$ cat src/core/exec_consts.svh
/*
 Named constants for the byte and bit instruction execution core:
 widths, special file addresses, phase counts and flag bit positions.
 Assumes it is included by bare name from the package and design files.
*/
`ifndef EXEC_CONSTS_SVH
`define EXEC_CONSTS_SVH

`define DATA_W 8
`define ADDR_W 7
`define BIT_W 3
`define FILE_DEPTH 128

// Special file addresses
`define ADDR_TIMER 7'h01
`define ADDR_PCL 7'h02
`define ADDR_PORT 7'h06

// Four oscillator periods per instruction cycle
`define PHASE_W 2
`define PHASE_FIRST 2'h0
`define PHASE_LAST 2'h3
`define PHASE_STEP 2'h1

`define BYTE_ZERO 8'h00
`define CARRY_POS 8
`define DIGIT_POS 4

`endif

$ cat src/core/exec_pkg.sv
/*
 Types shared by the execution core: operation codes, sequencer states
 and the packed state record of the top module.
 Assumes exec_consts.svh is on the include path.
*/
`include "exec_consts.svh"

package exec_pkg;

	typedef logic [`DATA_W-1:0] byte_t;

	typedef enum logic [2:0] {
		add_immediate_op = 3'h0,
		and_immediate_op = 3'h1,
		add_file_op = 3'h2,
		and_file_op = 3'h3,
		bit_clear_op = 3'h4,
		bit_set_op = 3'h5,
		move_file_op = 3'h6
	} op_kind_t;

	typedef enum logic [2:0] {
		ST_IDLE = 3'h1,
		ST_EXEC = 3'h2,
		ST_FILLER = 3'h4
	} seq_state_t;

	typedef struct packed {
		seq_state_t seq;
		logic [`PHASE_W-1:0] phase;
		op_kind_t op;
		logic [`ADDR_W-1:0] addr;
		logic [`BIT_W-1:0] bitSel;
		byte_t literal;
		logic destFile;
		byte_t wReg;
		logic carry;
		logic digitCarry;
		logic zero;
		byte_t portLatch;
		byte_t pinMeta;
		byte_t pinSync;
		byte_t [`FILE_DEPTH-1:0] fileMem;
		logic ready;
		logic done;
		logic prescalerClear;
		logic pcLoad;
		byte_t pcLow;
		logic writeStrobe;
		logic [`ADDR_W-1:0] writeAddr;
		byte_t writeData;
		byte_t peekData;
	} core_state_t;

endpackage

$ cat src/core/byte_alu.sv
/*
 Combinational datapath for the byte and bit instructions: sum, AND,
 move and single-bit set or clear, with carry, digit carry and zero.
 Assumes the caller picks the operand (file or pins) and commits results.
*/
`timescale 1ns/1ps
`default_nettype none
`include "exec_consts.svh"

module byte_alu (
	// Operation
	input wire exec_pkg::op_kind_t op,
	input wire logic destFile,
	input wire logic [`BIT_W-1:0] bitSel,
	// Operands
	input wire exec_pkg::byte_t wVal,
	input wire exec_pkg::byte_t operand,
	input wire exec_pkg::byte_t literal,
	// Results
	output exec_pkg::byte_t result,
	output logic carryOut,
	output logic digitOut,
	output logic zeroOut,
	output logic updArith,
	output logic updZero,
	output logic toFile
);

	exec_pkg::byte_t addend;
	exec_pkg::byte_t bitRes;
	logic [`DATA_W:0] sum;
	logic [`DIGIT_POS:0] lowSum;

	genvar i;
	generate
		for (i = 0; i < `DATA_W; i++) begin : g_bit
			// Only the selected bit moves; the rest pass through
			assign bitRes[i] = (bitSel == `BIT_W'(i)) ?
				(op == exec_pkg::bit_set_op) : operand[i];
		end
	endgenerate

	always_comb begin
		addend = (op == exec_pkg::add_immediate_op ||
			op == exec_pkg::and_immediate_op) ? literal : operand;
		sum = {1'b0, wVal} + {1'b0, addend};
		lowSum = {1'b0, wVal[`DIGIT_POS-1:0]} +
			{1'b0, addend[`DIGIT_POS-1:0]};
		result = sum[`DATA_W-1:0];
		updArith = 1'b0;
		updZero = 1'b0;
		toFile = 1'b0;
		case (op)
			exec_pkg::add_immediate_op: begin
				updArith = 1'b1;
				updZero = 1'b1;
			end
			exec_pkg::add_file_op: begin
				updArith = 1'b1;
				updZero = 1'b1;
				toFile = destFile;
			end
			exec_pkg::and_immediate_op: begin
				result = wVal & literal;
				updZero = 1'b1;
			end
			exec_pkg::and_file_op: begin
				result = wVal & operand;
				updZero = 1'b1;
				toFile = destFile;
			end
			exec_pkg::move_file_op: begin
				result = operand;
				updZero = 1'b1;
				toFile = destFile;
			end
			exec_pkg::bit_clear_op, exec_pkg::bit_set_op: begin
				// Flags untouched by bit operations
				result = bitRes;
				toFile = 1'b1;
			end
			default: begin
				result = `BYTE_ZERO;
			end
		endcase
		carryOut = sum[`CARRY_POS];
		digitOut = lowSum[`DIGIT_POS];
		zeroOut = (result == `BYTE_ZERO);
	end

endmodule

`default_nettype wire

$ cat src/core/byte_bit_instruction_exec.sv
/*
 Execution core for add, AND, move and bit set/clear instructions on a
 working register and a 128-byte file held in flip-flops, with one I/O
 port, the timer count register and the low program counter byte.
 Assumes the clock is the oscillator; one instruction cycle is four clocks.
 Assumes requests come from logic on the same clock; only the port pins
 are asynchronous and pass two flip-flops before anything reads them.
*/
// Operation
// - Read-modify-write of the I/O port takes pin levels, not latch.
// - File write to timer count clears prescaler when prescaler assigned.
// - Program counter change costs a second cycle spent idle.
// - Add immediate: W plus literal into W; carry, digit carry, zero.
// - AND with file: destination bit picks W or file; zero only.
// - Add with file: destination picks W or file; all three flags.
// - Bit clear forces selected file bit to zero; flags unchanged.
// - AND immediate: W and literal into W; zero flag only.
// - Bit set forces selected file bit to one; flags unchanged.
// - Each instruction cycle spans four oscillator clocks.

`timescale 1ns/1ps
`default_nettype none
`include "exec_consts.svh"

module byte_bit_instruction_exec (
	// Clock and reset
	input wire logic clock,
	input wire logic reset_n,
	// Instruction request
	input wire logic opValid,
	input wire exec_pkg::op_kind_t opKind,
	input wire logic [`ADDR_W-1:0] fileAddr,
	input wire logic [`BIT_W-1:0] bitSel,
	input wire exec_pkg::byte_t literal,
	input wire logic destFile,
	output logic ready,
	output logic done,
	// Timer prescaler
	input wire logic prescalerAssigned,
	output logic prescalerClear,
	// Program counter
	output logic pcLoad,
	output exec_pkg::byte_t pcLow,
	// I/O port
	input wire exec_pkg::byte_t portPins,
	output exec_pkg::byte_t portLatch,
	// Core state
	output exec_pkg::byte_t wReg,
	output logic carry,
	output logic digitCarry,
	output logic zero,
	// File write trace
	output logic writeStrobe,
	output logic [`ADDR_W-1:0] writeAddr,
	output exec_pkg::byte_t writeData,
	// File peek
	input wire logic [`ADDR_W-1:0] peekAddr,
	output exec_pkg::byte_t peekData
);

	exec_pkg::core_state_t s_r;
	exec_pkg::core_state_t s_nxt;
	exec_pkg::byte_t operand;
	exec_pkg::byte_t aluResult;
	logic aluCarry;
	logic aluDigit;
	logic aluZero;
	logic updArith;
	logic updZero;
	logic toFile;
	logic lastPhase;

	// The port address reads the synchronised pins, never the latch
	always_comb begin
		if (s_r.addr == `ADDR_PORT) begin
			operand = s_r.pinSync;
		end else begin
			operand = s_r.fileMem[s_r.addr];
		end
	end

	assign lastPhase = (s_r.phase == `PHASE_LAST);

	byte_alu u_alu (
		.op(s_r.op),
		.destFile(s_r.destFile),
		.bitSel(s_r.bitSel),
		.wVal(s_r.wReg),
		.operand(operand),
		.literal(s_r.literal),
		.result(aluResult),
		.carryOut(aluCarry),
		.digitOut(aluDigit),
		.zeroOut(aluZero),
		.updArith(updArith),
		.updZero(updZero),
		.toFile(toFile)
	);

	// One copy of the whole state, filled below and registered at once
	always_comb begin
		s_nxt = s_r;
		s_nxt.done = 1'b0;
		s_nxt.prescalerClear = 1'b0;
		s_nxt.pcLoad = 1'b0;
		s_nxt.writeStrobe = 1'b0;
		// Pins are asynchronous: only the second flop is ever read
		s_nxt.pinMeta = portPins;
		s_nxt.pinSync = s_r.pinMeta;
		// Peek mirrors what an instruction would read
		if (peekAddr == `ADDR_PORT) begin
			s_nxt.peekData = s_r.pinSync;
		end else begin
			s_nxt.peekData = s_r.fileMem[peekAddr];
		end
		case (s_r.seq)
			exec_pkg::ST_IDLE: begin
				// Requests while busy are dropped without notice
				if (opValid) begin
					s_nxt.seq = exec_pkg::ST_EXEC;
					s_nxt.phase = `PHASE_FIRST;
					s_nxt.op = opKind;
					s_nxt.addr = fileAddr;
					s_nxt.bitSel = bitSel;
					s_nxt.literal = literal;
					s_nxt.destFile = destFile;
					s_nxt.ready = 1'b0;
				end
			end
			exec_pkg::ST_EXEC: begin
				if (!lastPhase) begin
					s_nxt.phase = s_r.phase + `PHASE_STEP;
				end else begin
					// Commit at the end of the fourth clock
					if (updArith) begin
						s_nxt.carry = aluCarry;
						s_nxt.digitCarry = aluDigit;
					end
					if (updZero) begin
						s_nxt.zero = aluZero;
					end
					s_nxt.seq = exec_pkg::ST_IDLE;
					s_nxt.done = 1'b1;
					s_nxt.ready = 1'b1;
					if (toFile) begin
						s_nxt.writeStrobe = 1'b1;
						s_nxt.writeAddr = s_r.addr;
						s_nxt.writeData = aluResult;
						if (s_r.addr == `ADDR_PORT) begin
							// Pins may differ from latch; latch takes result
							s_nxt.portLatch = aluResult;
						end else begin
							s_nxt.fileMem[s_r.addr] = aluResult;
						end
						// Bit operations count too: they always write back
						if (s_r.addr == `ADDR_TIMER && prescalerAssigned) begin
							s_nxt.prescalerClear = 1'b1;
						end
						if (s_r.addr == `ADDR_PCL) begin
							// Fetched word is stale; spend one idle cycle
							s_nxt.pcLoad = 1'b1;
							s_nxt.pcLow = aluResult;
							s_nxt.seq = exec_pkg::ST_FILLER;
							s_nxt.phase = `PHASE_FIRST;
							s_nxt.done = 1'b0;
							s_nxt.ready = 1'b0;
						end
					end else if (updArith || updZero) begin
						// Unknown codes leave W alone and only report done
						s_nxt.wReg = aluResult;
					end
				end
			end
			exec_pkg::ST_FILLER: begin
				// Second cycle does nothing but burn four clocks
				if (!lastPhase) begin
					s_nxt.phase = s_r.phase + `PHASE_STEP;
				end else begin
					s_nxt.seq = exec_pkg::ST_IDLE;
					s_nxt.done = 1'b1;
					s_nxt.ready = 1'b1;
				end
			end
			default: begin
				// Illegal state codes fall back to idle
				s_nxt.seq = exec_pkg::ST_IDLE;
				s_nxt.ready = 1'b1;
			end
		endcase
	end

	// File, latch and flags all clear with the rest of the state
	always_ff @(posedge clock or negedge reset_n) begin
		if (!reset_n) begin
			s_r <= '0;
			s_r.seq <= exec_pkg::ST_IDLE;
			s_r.ready <= 1'b1;
		end else begin
			s_r <= s_nxt;
		end
	end

	// Every output is a state bit, so none of them is combinational
	assign ready = s_r.ready;
	assign done = s_r.done;
	assign prescalerClear = s_r.prescalerClear;
	assign pcLoad = s_r.pcLoad;
	assign pcLow = s_r.pcLow;
	assign portLatch = s_r.portLatch;
	assign wReg = s_r.wReg;
	assign carry = s_r.carry;
	assign digitCarry = s_r.digitCarry;
	assign zero = s_r.zero;
	assign writeStrobe = s_r.writeStrobe;
	assign writeAddr = s_r.writeAddr;
	assign writeData = s_r.writeData;
	assign peekData = s_r.peekData;

endmodule

`default_nettype wire

$ cat config.mk
export PLATFORM = sky130hd
export DESIGN_NAME = byte_bit_instruction_exec
export DESIGN_NICKNAME = d
export VERILOG_FILES = /design/src/core/exec_pkg.sv /design/src/core/byte_alu.sv /design/src/core/byte_bit_instruction_exec.sv
export VERILOG_INCLUDE_DIRS = /design/src /design/src/core
export SDC_FILE = /design/constraint.sdc
export NUM_CORES = 2
export LEC_CHECK = 0
export ABC_AREA = 1
export BUFFER_PORTS_ARGS = -buffer_cell sky130_fd_sc_hd__buf_2
export CAP_MARGIN = 25
export CORE_MARGIN = 2
export CORE_UTILIZATION = 52
export DETAILED_ROUTE_END_ITERATION = 8
export PLACE_DENSITY = 0.68
export SYNTH_ARGS = -nofsm -noshare
export SYNTH_HDL_FRONTEND = slang
export SYNTH_SLANG_ARGS = --single-unit
$ cat constraint.sdc
create_clock -name clock -period 4.9 [get_ports clock]
set_input_delay 0.49 -clock clock [delete_from_list [all_inputs] [get_ports clock]]
set_output_delay 0.49 -clock clock [all_outputs]
set_load 0.005 [all_outputs]
# After elaboration in Yosys (flattened, before gate mapping)
# Cells that the tools add are included.
[word_totals] output_inout_bits=55 word_cells=251 register_bits=1122 inputBits=41
[classes] magnitude_cmp=3 reduce_logical=22 add_sub_neg=3 eq_ne=27 n_mux=41 bitwise=4
[ops] op="$bwmux 1024" n=1
[ops] op="$bmux 8 s7" n=2
[ops] op="$demux 8 s7" n=1
[ops] op="$mux 28" n=2
[ops] op="$mux 8" n=6
[ops] op="$pmux 8 s5" n=1
[ops] op="$mux 27" n=1
[ops] op="$mux 26" n=1
[ops] op="$eq 3x3->1 const B" n=8
[ops] op="$and 8x8->8" n=2
[ops] op="$lt 7x8->1 const B" n=2
[ops] op="$reduce_and 4->1" n=4
[ops] op="$eq 3x2->1 const B" n=5
[ops] op="$eq 7x3->1 const B" n=2
[ops] op="$mux 1" n=12
[ops] op="$reduce_and 3->1" n=4
[ops] op="$mux 5" n=2
[ops] op="$add 8x8->9" n=1
[ops] op="$eq 3x1->1 const B" n=3
[ops] op="$mux 9" n=1
[ops] op="$pmux 3 s3" n=1
[ops] op="$logic_not 8->1" n=1
[ops] op="$mux 2" n=4
[ops] op="$ne 2x2->1 const B" n=4
[ops] op="21 further kinds" n=29

# Depth between registers and ports, before layout
[logic_depth] word_depth=10 depth_mapped=36 depth_no_buf=33

# By module
# Synthesis repeated with hierarchy kept, for this count alone.
[unflattened] cells_unflattened=9149 area_unflattened_um2=63163.1
[by_module_without_submodules] module="byte_bit_instruction_exec" n_inst=1 seq_area_each_um2=28079.4 cells_per_inst=8929 area_each_um2=62087.0
[by_module_without_submodules] module="byte_alu" n_inst=1 seq_area_each_um2=0.0 cells_per_inst=220 area_each_um2=1076.0

# Worst setup path after synthesis
# No wires, ideal clock.
[synth_path] path_kind="reg-to-reg" from="register s_r[1107] in the netlist's numbering" to="register s_r[258] in the netlist's numbering" setup_slack_ps=518 path_buffers=6 synth_period_minus_slack_ps=4382 arrival_time_ps=4251 path_stages_with_launch=35 setup_ps=131 required_ps=4769 cell_sequence="dfrtp_1 > inv_2 > buf_2 > buf_4 > buf_2 > buf_2 > nand2_1 > o21ai_0 > nand2_1 > a21oi_1 > o21ai_0 > nand2_1 > o21ai_0 > and2_1 > nand3_1 > nand3_1 > o21ai_0 > ha_1 > inv_1 > fa_1 > inv_1 > nand3_1 > nand3_1 > nand2_1 > nand2_1 > a21oi_1 > or2_2 > nand3_1 > nand2_1 > inv_1 > nand2_1 > inv_1 > clkbuf_1 > clkbuf_1 > o21ai_0"
[synth_via] elab_chain_len=7 word_cells_on_any_way=17 cone_classes="1 x add/sub; 2 x order compare; 1 x eq/ne; 9 x mux; 2 x bitwise; 2 x reduce/logical"
[synth_lines] element="from (decl)" line="byte_bit_instruction_exec.sv:61" rtl="exec_pkg::core_state_t s_r;"
[synth_lines] element="from (signal assigned)" line="byte_bit_instruction_exec.sv:199" rtl="s_r <= s_nxt;"
[synth_lines] element="$bmux 8 s7" line="byte_bit_instruction_exec.sv:78" rtl="operand = s_r.fileMem[s_r.addr];"
[synth_lines] element="$mux 8 (not written as such)" line="byte_bit_instruction_exec.sv:78"
[synth_lines] element="$mux 8" line="byte_bit_instruction_exec.sv:75" rtl="if (s_r.addr == `ADDR_PORT) begin"
[synth_lines] element="$mux 8" line="byte_alu.sv:45" rtl="op == exec_pkg::and_immediate_op) ? literal : operand;"
[synth_lines] element="$add 8x8->9" line="byte_alu.sv:46" rtl="sum = {1'b0, wVal} + {1'b0, addend};"
[synth_lines] element="$pmux 8 s5" line="byte_alu.sv:53" rtl="case (op)"
[synth_lines] element="$bwmux 1024" line="byte_bit_instruction_exec.sv:153" rtl="s_nxt.fileMem[s_r.addr] = aluResult;"
# Several ways; a longest one is shown, not always the timed one. The select of a mux whose other input is x is not followed.
# A chain may end at the register's enable or synchronous reset.

# Worst setup path after layout
[layout_path] from="register s_r[1107] in the netlist's numbering" to="register s_r[363] in the netlist's numbering"
# The elaborated chain is that of the path after synthesis.

==> results.json <==
{
  "grt_util_all_layers_pct": 41.92,
  "rsz0062_at_grt": "yes",
  "arrival_ns": 5.53,
  "async_flop_share_pct": 100.0,
  "avgSynthCellArea_um2": 7.148,
  "combPwrFrac_pct": 40.3,
  "numCtsBuffers": 133,
  "root_buffer": "clkbuf_16",
  "fin_util_pct": 60.66,
  "status": "finished clean",
  "max_slew.worst_pin.slew_ns": 1.150,
  "synthCells": 8740,
  "fmax_mhz": 204.4,
  "area_growth_pct": 16.01,
  "ios": 96,
  "grt_max_degree": 134,
  "min_period_ns": 4.892,
  "tns_ns": 0,
  "drt_iter0_drc": 9787,
  "power.density_nw_per_um2": 459.5,
  "hold_violations": 0,
  "die_area_um2": 122900,
  "p_int_w": 0.01925,
  "dr_total_vias": 64556,
  "skew_ns": 0.03648,
  "core_area_um2": 119500,
  "ys_warn_count": 0,
  "drc": 0,
  "wirelength_mm": 266.4,
  "path_class": "reg2reg",
  "row_count": 127,
  "clockBufferDepth": 3,
  "clk_latency_ns": 0.82,
  "grt_pass1_wl_mm": 383.2,
  "vias_per_cell": 6.137,
  "critPathMaxFanout": 17,
  "syn_nets": 8791,
  "yosysSeqAreaShare_pct": 44.94,
  "portBuffers": 95,
  "fin_nets": 8858,
  "drtPass1Iterations": 7,
  "fp.dieW_um": 350.6,
  "crit_path_end_kind": "flip-flop",
  "synth_edf_count": 0,
  "grt_remaining_overflow": 0,
  "final-setup-viol-count": 0,
  "avgRoutedWirePerCell_um": 25.32,
  "layout-drive-gt1-share_pct": 10.87,
  "clk_pin_slew_worst_paths_ns": 0.07,
  "max-slew-margin-rel_pct": 22.88,
  "synth_cell_types": 47,
  "hpwl_mm": 174.3,
  "leakagePower_nw": 32.74,
  "ys_ff_latch": 1122,
  "initial_core_util_pct": 52.28,
  "report.final.slew_viol_count": 0,
  "pwr-share-clk_pct": 31.0,
  "cts_tree": "done",
  "antenna_left": 0,
  "htree_levels": 4,
  "switching_share_pct": 42.22,
  "synthFlopType": "dfrtp_1",
  "max_cap_violations": 0,
  "syn_area_um2": 62480,
  "crit_required_ns": 5.54,
  "grt_pass1_vias": 58924,
  "antenna_found_initial": 10,
  "start_kind": "flip-flop",
  "p_sw_w": 0.01406,
  "clkSinkCount": 1122,
  "die_h_um": 350.6,
  "gp_congestion": 1.017,
  "pwr-share-seq_pct": 28.7,
  "min_period_over_period_pct": 99.84,
  "hold_path.class": "in2reg",
  "vdd.ir_drop.worst_mv": 0.4728
}
==> per-layer routing <==
layer | track usage [%] | routed length (um) | part of all wire (%) | vias to the layer above
li1 | - | - | - | 28633
met1 | 56.67 | 100500 | 38 | 30157
met2 | 60.41 | 109800 | 41 | 4748
met3 | 11.55 | 37810 | 14 | 1000
met4 | 24.06 | 18040 | 6.8 | 18
met5 | 0 | 190 | 0.071 | -
==> through the flow <==
stage	cell area (um^2)	hold WS [ns]	worst slack [ns]	std cells	total power (W)
global placement	66630	0.3337	-0.02785	10212	0.02150
CTS	71580	0.05786	0.03462	10483	0.03194
floorplan	62480	0.1944	0.5183	8740	0.01510
detailed placement	66670	0.3347	-0.1678	10217	0.02154
finish	72480	0.1112	0.007814	10519	0.03331
global route	72480	0.1107	-0.08186	10518	0.03384
==> area by class of cell <==
cell class,count,area (um^2)
multi-input cells,6131,28560
repair inverters,1,20.02
repair buffers,615,6231
well taps,1612,2017
flip-flops and latches,1122,28090
diodes,1,2.502
inverters,803,3067
clock inverters,44,635.6
fillers,10895,47010
clock buffers,190,3855
==> power by group through the flow <==
stage | clock (W) | sequential (W) | combinational [W]
floorplan | 0 | 0.00965 | 0.00546
global placement | 0 | 0.00969 | 0.0118
detailed placement | 0 | 0.00970 | 0.0118
CTS | 0.0104 | 0.00954 | 0.0121
global route | 0.0107 | 0.00956 | 0.0135
finish | 0.0103 | 0.00955 | 0.0134
==> synth_stat cells, types with 2 or more instances <==
cell,instances,area share (%)
clkinv_1,13,0.078
dfrtp_1,1120,45
inv_1,772,4.6
buf_4,106,1.3
a211oi_1,4,0.048
nand2_1,2612,16
o2111ai_1,5,0.070
a311oi_1,3,0.042
a22oi_1,14,0.17
nand3b_1,2,0.024
a21oi_1,418,3.3
a21oi_2,2,0.028
dfstp_2,2,0.084
clkbuf_1,382,2.3
nor2_1,417,2.5
nand2_2,4,0.040
inv_2,18,0.11
or2_2,4,0.040
ha_1,9,0.18
nor3_1,112,0.90
mux2_2,28,0.50
o22ai_1,23,0.23
a31oi_1,10,0.10
nor3_2,21,0.34
o311ai_0,3,0.042
nand4_1,10,0.10
buf_1,31,0.19
o21ai_1,200,1.6
o211ai_1,254,3.1
a221oi_1,3,0.042
nand3_1,365,2.9
o21ai_0,1578,13
o221ai_1,13,0.18
buf_6,8,0.14
o31ai_1,3,0.036
nor2_2,3,0.030
buf_2,158,1.3
==> cell usage in the layout (no fill, tap or decap), drive strengths merged, types with 13 or more instances in the layout <==
cell,instances
clkbuf,206
clkinv,42
o22ai,23
dfrtp,1120
buf,569
a21oi,420
nor3,133
a22oi,14
o221ai,13
nor2,421
nand2,2617
inv,794
nand3,366
dlygate4sd3,29
o211ai,254
o21ai,1778
mux2,28
==> worst max-delay path, cell delays in order, from the launching register on <==
cell	delay [ns]
dfrtp_4	0.54
clkinv_8	0.15
buf_4	0.24
buf_4	0.22
o21ai_0	0.18
o21ai_0	0.12
o21ai_0	0.57
nand3_1	0.17
nand2_1	0.11
inv_1	0.07
nor2_4	0.15
nand2_4	0.10
nand3_1	0.08
nand2_1	0.10
ha_4	0.30
nand2_1	0.06
nand2_1	0.10
a21oi_4	0.07
nor2_2	0.13
o21ai_2	0.08
a21oi_1	0.15
nor2_2	0.08
a21oi_4	0.14
buf_12	0.16
nand2_8	0.15
buf_12	0.24
nand2_1	0.09
o21ai_1	0.08
==> kinds of logic (layout without fill, tap and decap cells) <==
family / Yosys count / in the layout / synth area share [%]
buffers and inverters: 1488 / 1653 / 9.989
adders and majority gates: 10 / 10 / 0.2123
muxes: 28 / 28 / 0.5047
DFF: 1122 / 1122 / 44.94
xor gates and xnor gates: 1 / 1 / 0.01402
AOI/OAI and AO/OA: 2538 / 2538 / 21.70
other: 0 / 1 / 0
and+or+nand+nor: 3553 / 3554 / 22.63
==> sequential cells by signal, indices dropped and copies added, names as in the netlist, 7 cells and up <==
register / count
s_r: 1059
pcLow: 8
peekData: 8
portLatch: 8
s_nxt: 8
wReg: 8
writeData: 8
writeAddr: 7
==> repair_timing <==
item	4_1_cts	5_1_grt
gates resized for setup	15	118
endpoints found under the setup margin	239	551
hold endpoints to repair	96	0
hold buffers	29	0
cloned	2	17
buffers inserted	1	14
pin swaps	1	17
==> worst paths after layout <==
check	from	end	slack [ns]	cells after the start
worst min register to register	s_nxt[1060]	s_r[1060]	0.33	0
worst max-delay path	s_r[1107]	s_r[363]	0.008	27
min in group asynchronous	reset_n	s_r[296]	0.35	2
worst max register to register	s_r[1107]	s_r[363]	0.008	27
worst min-delay path	fileAddr[1]	s_r[1108]	0.11	3
max in group asynchronous	reset_n	s_r[252]	3.24	3
(Power assumes the default switching activity.)
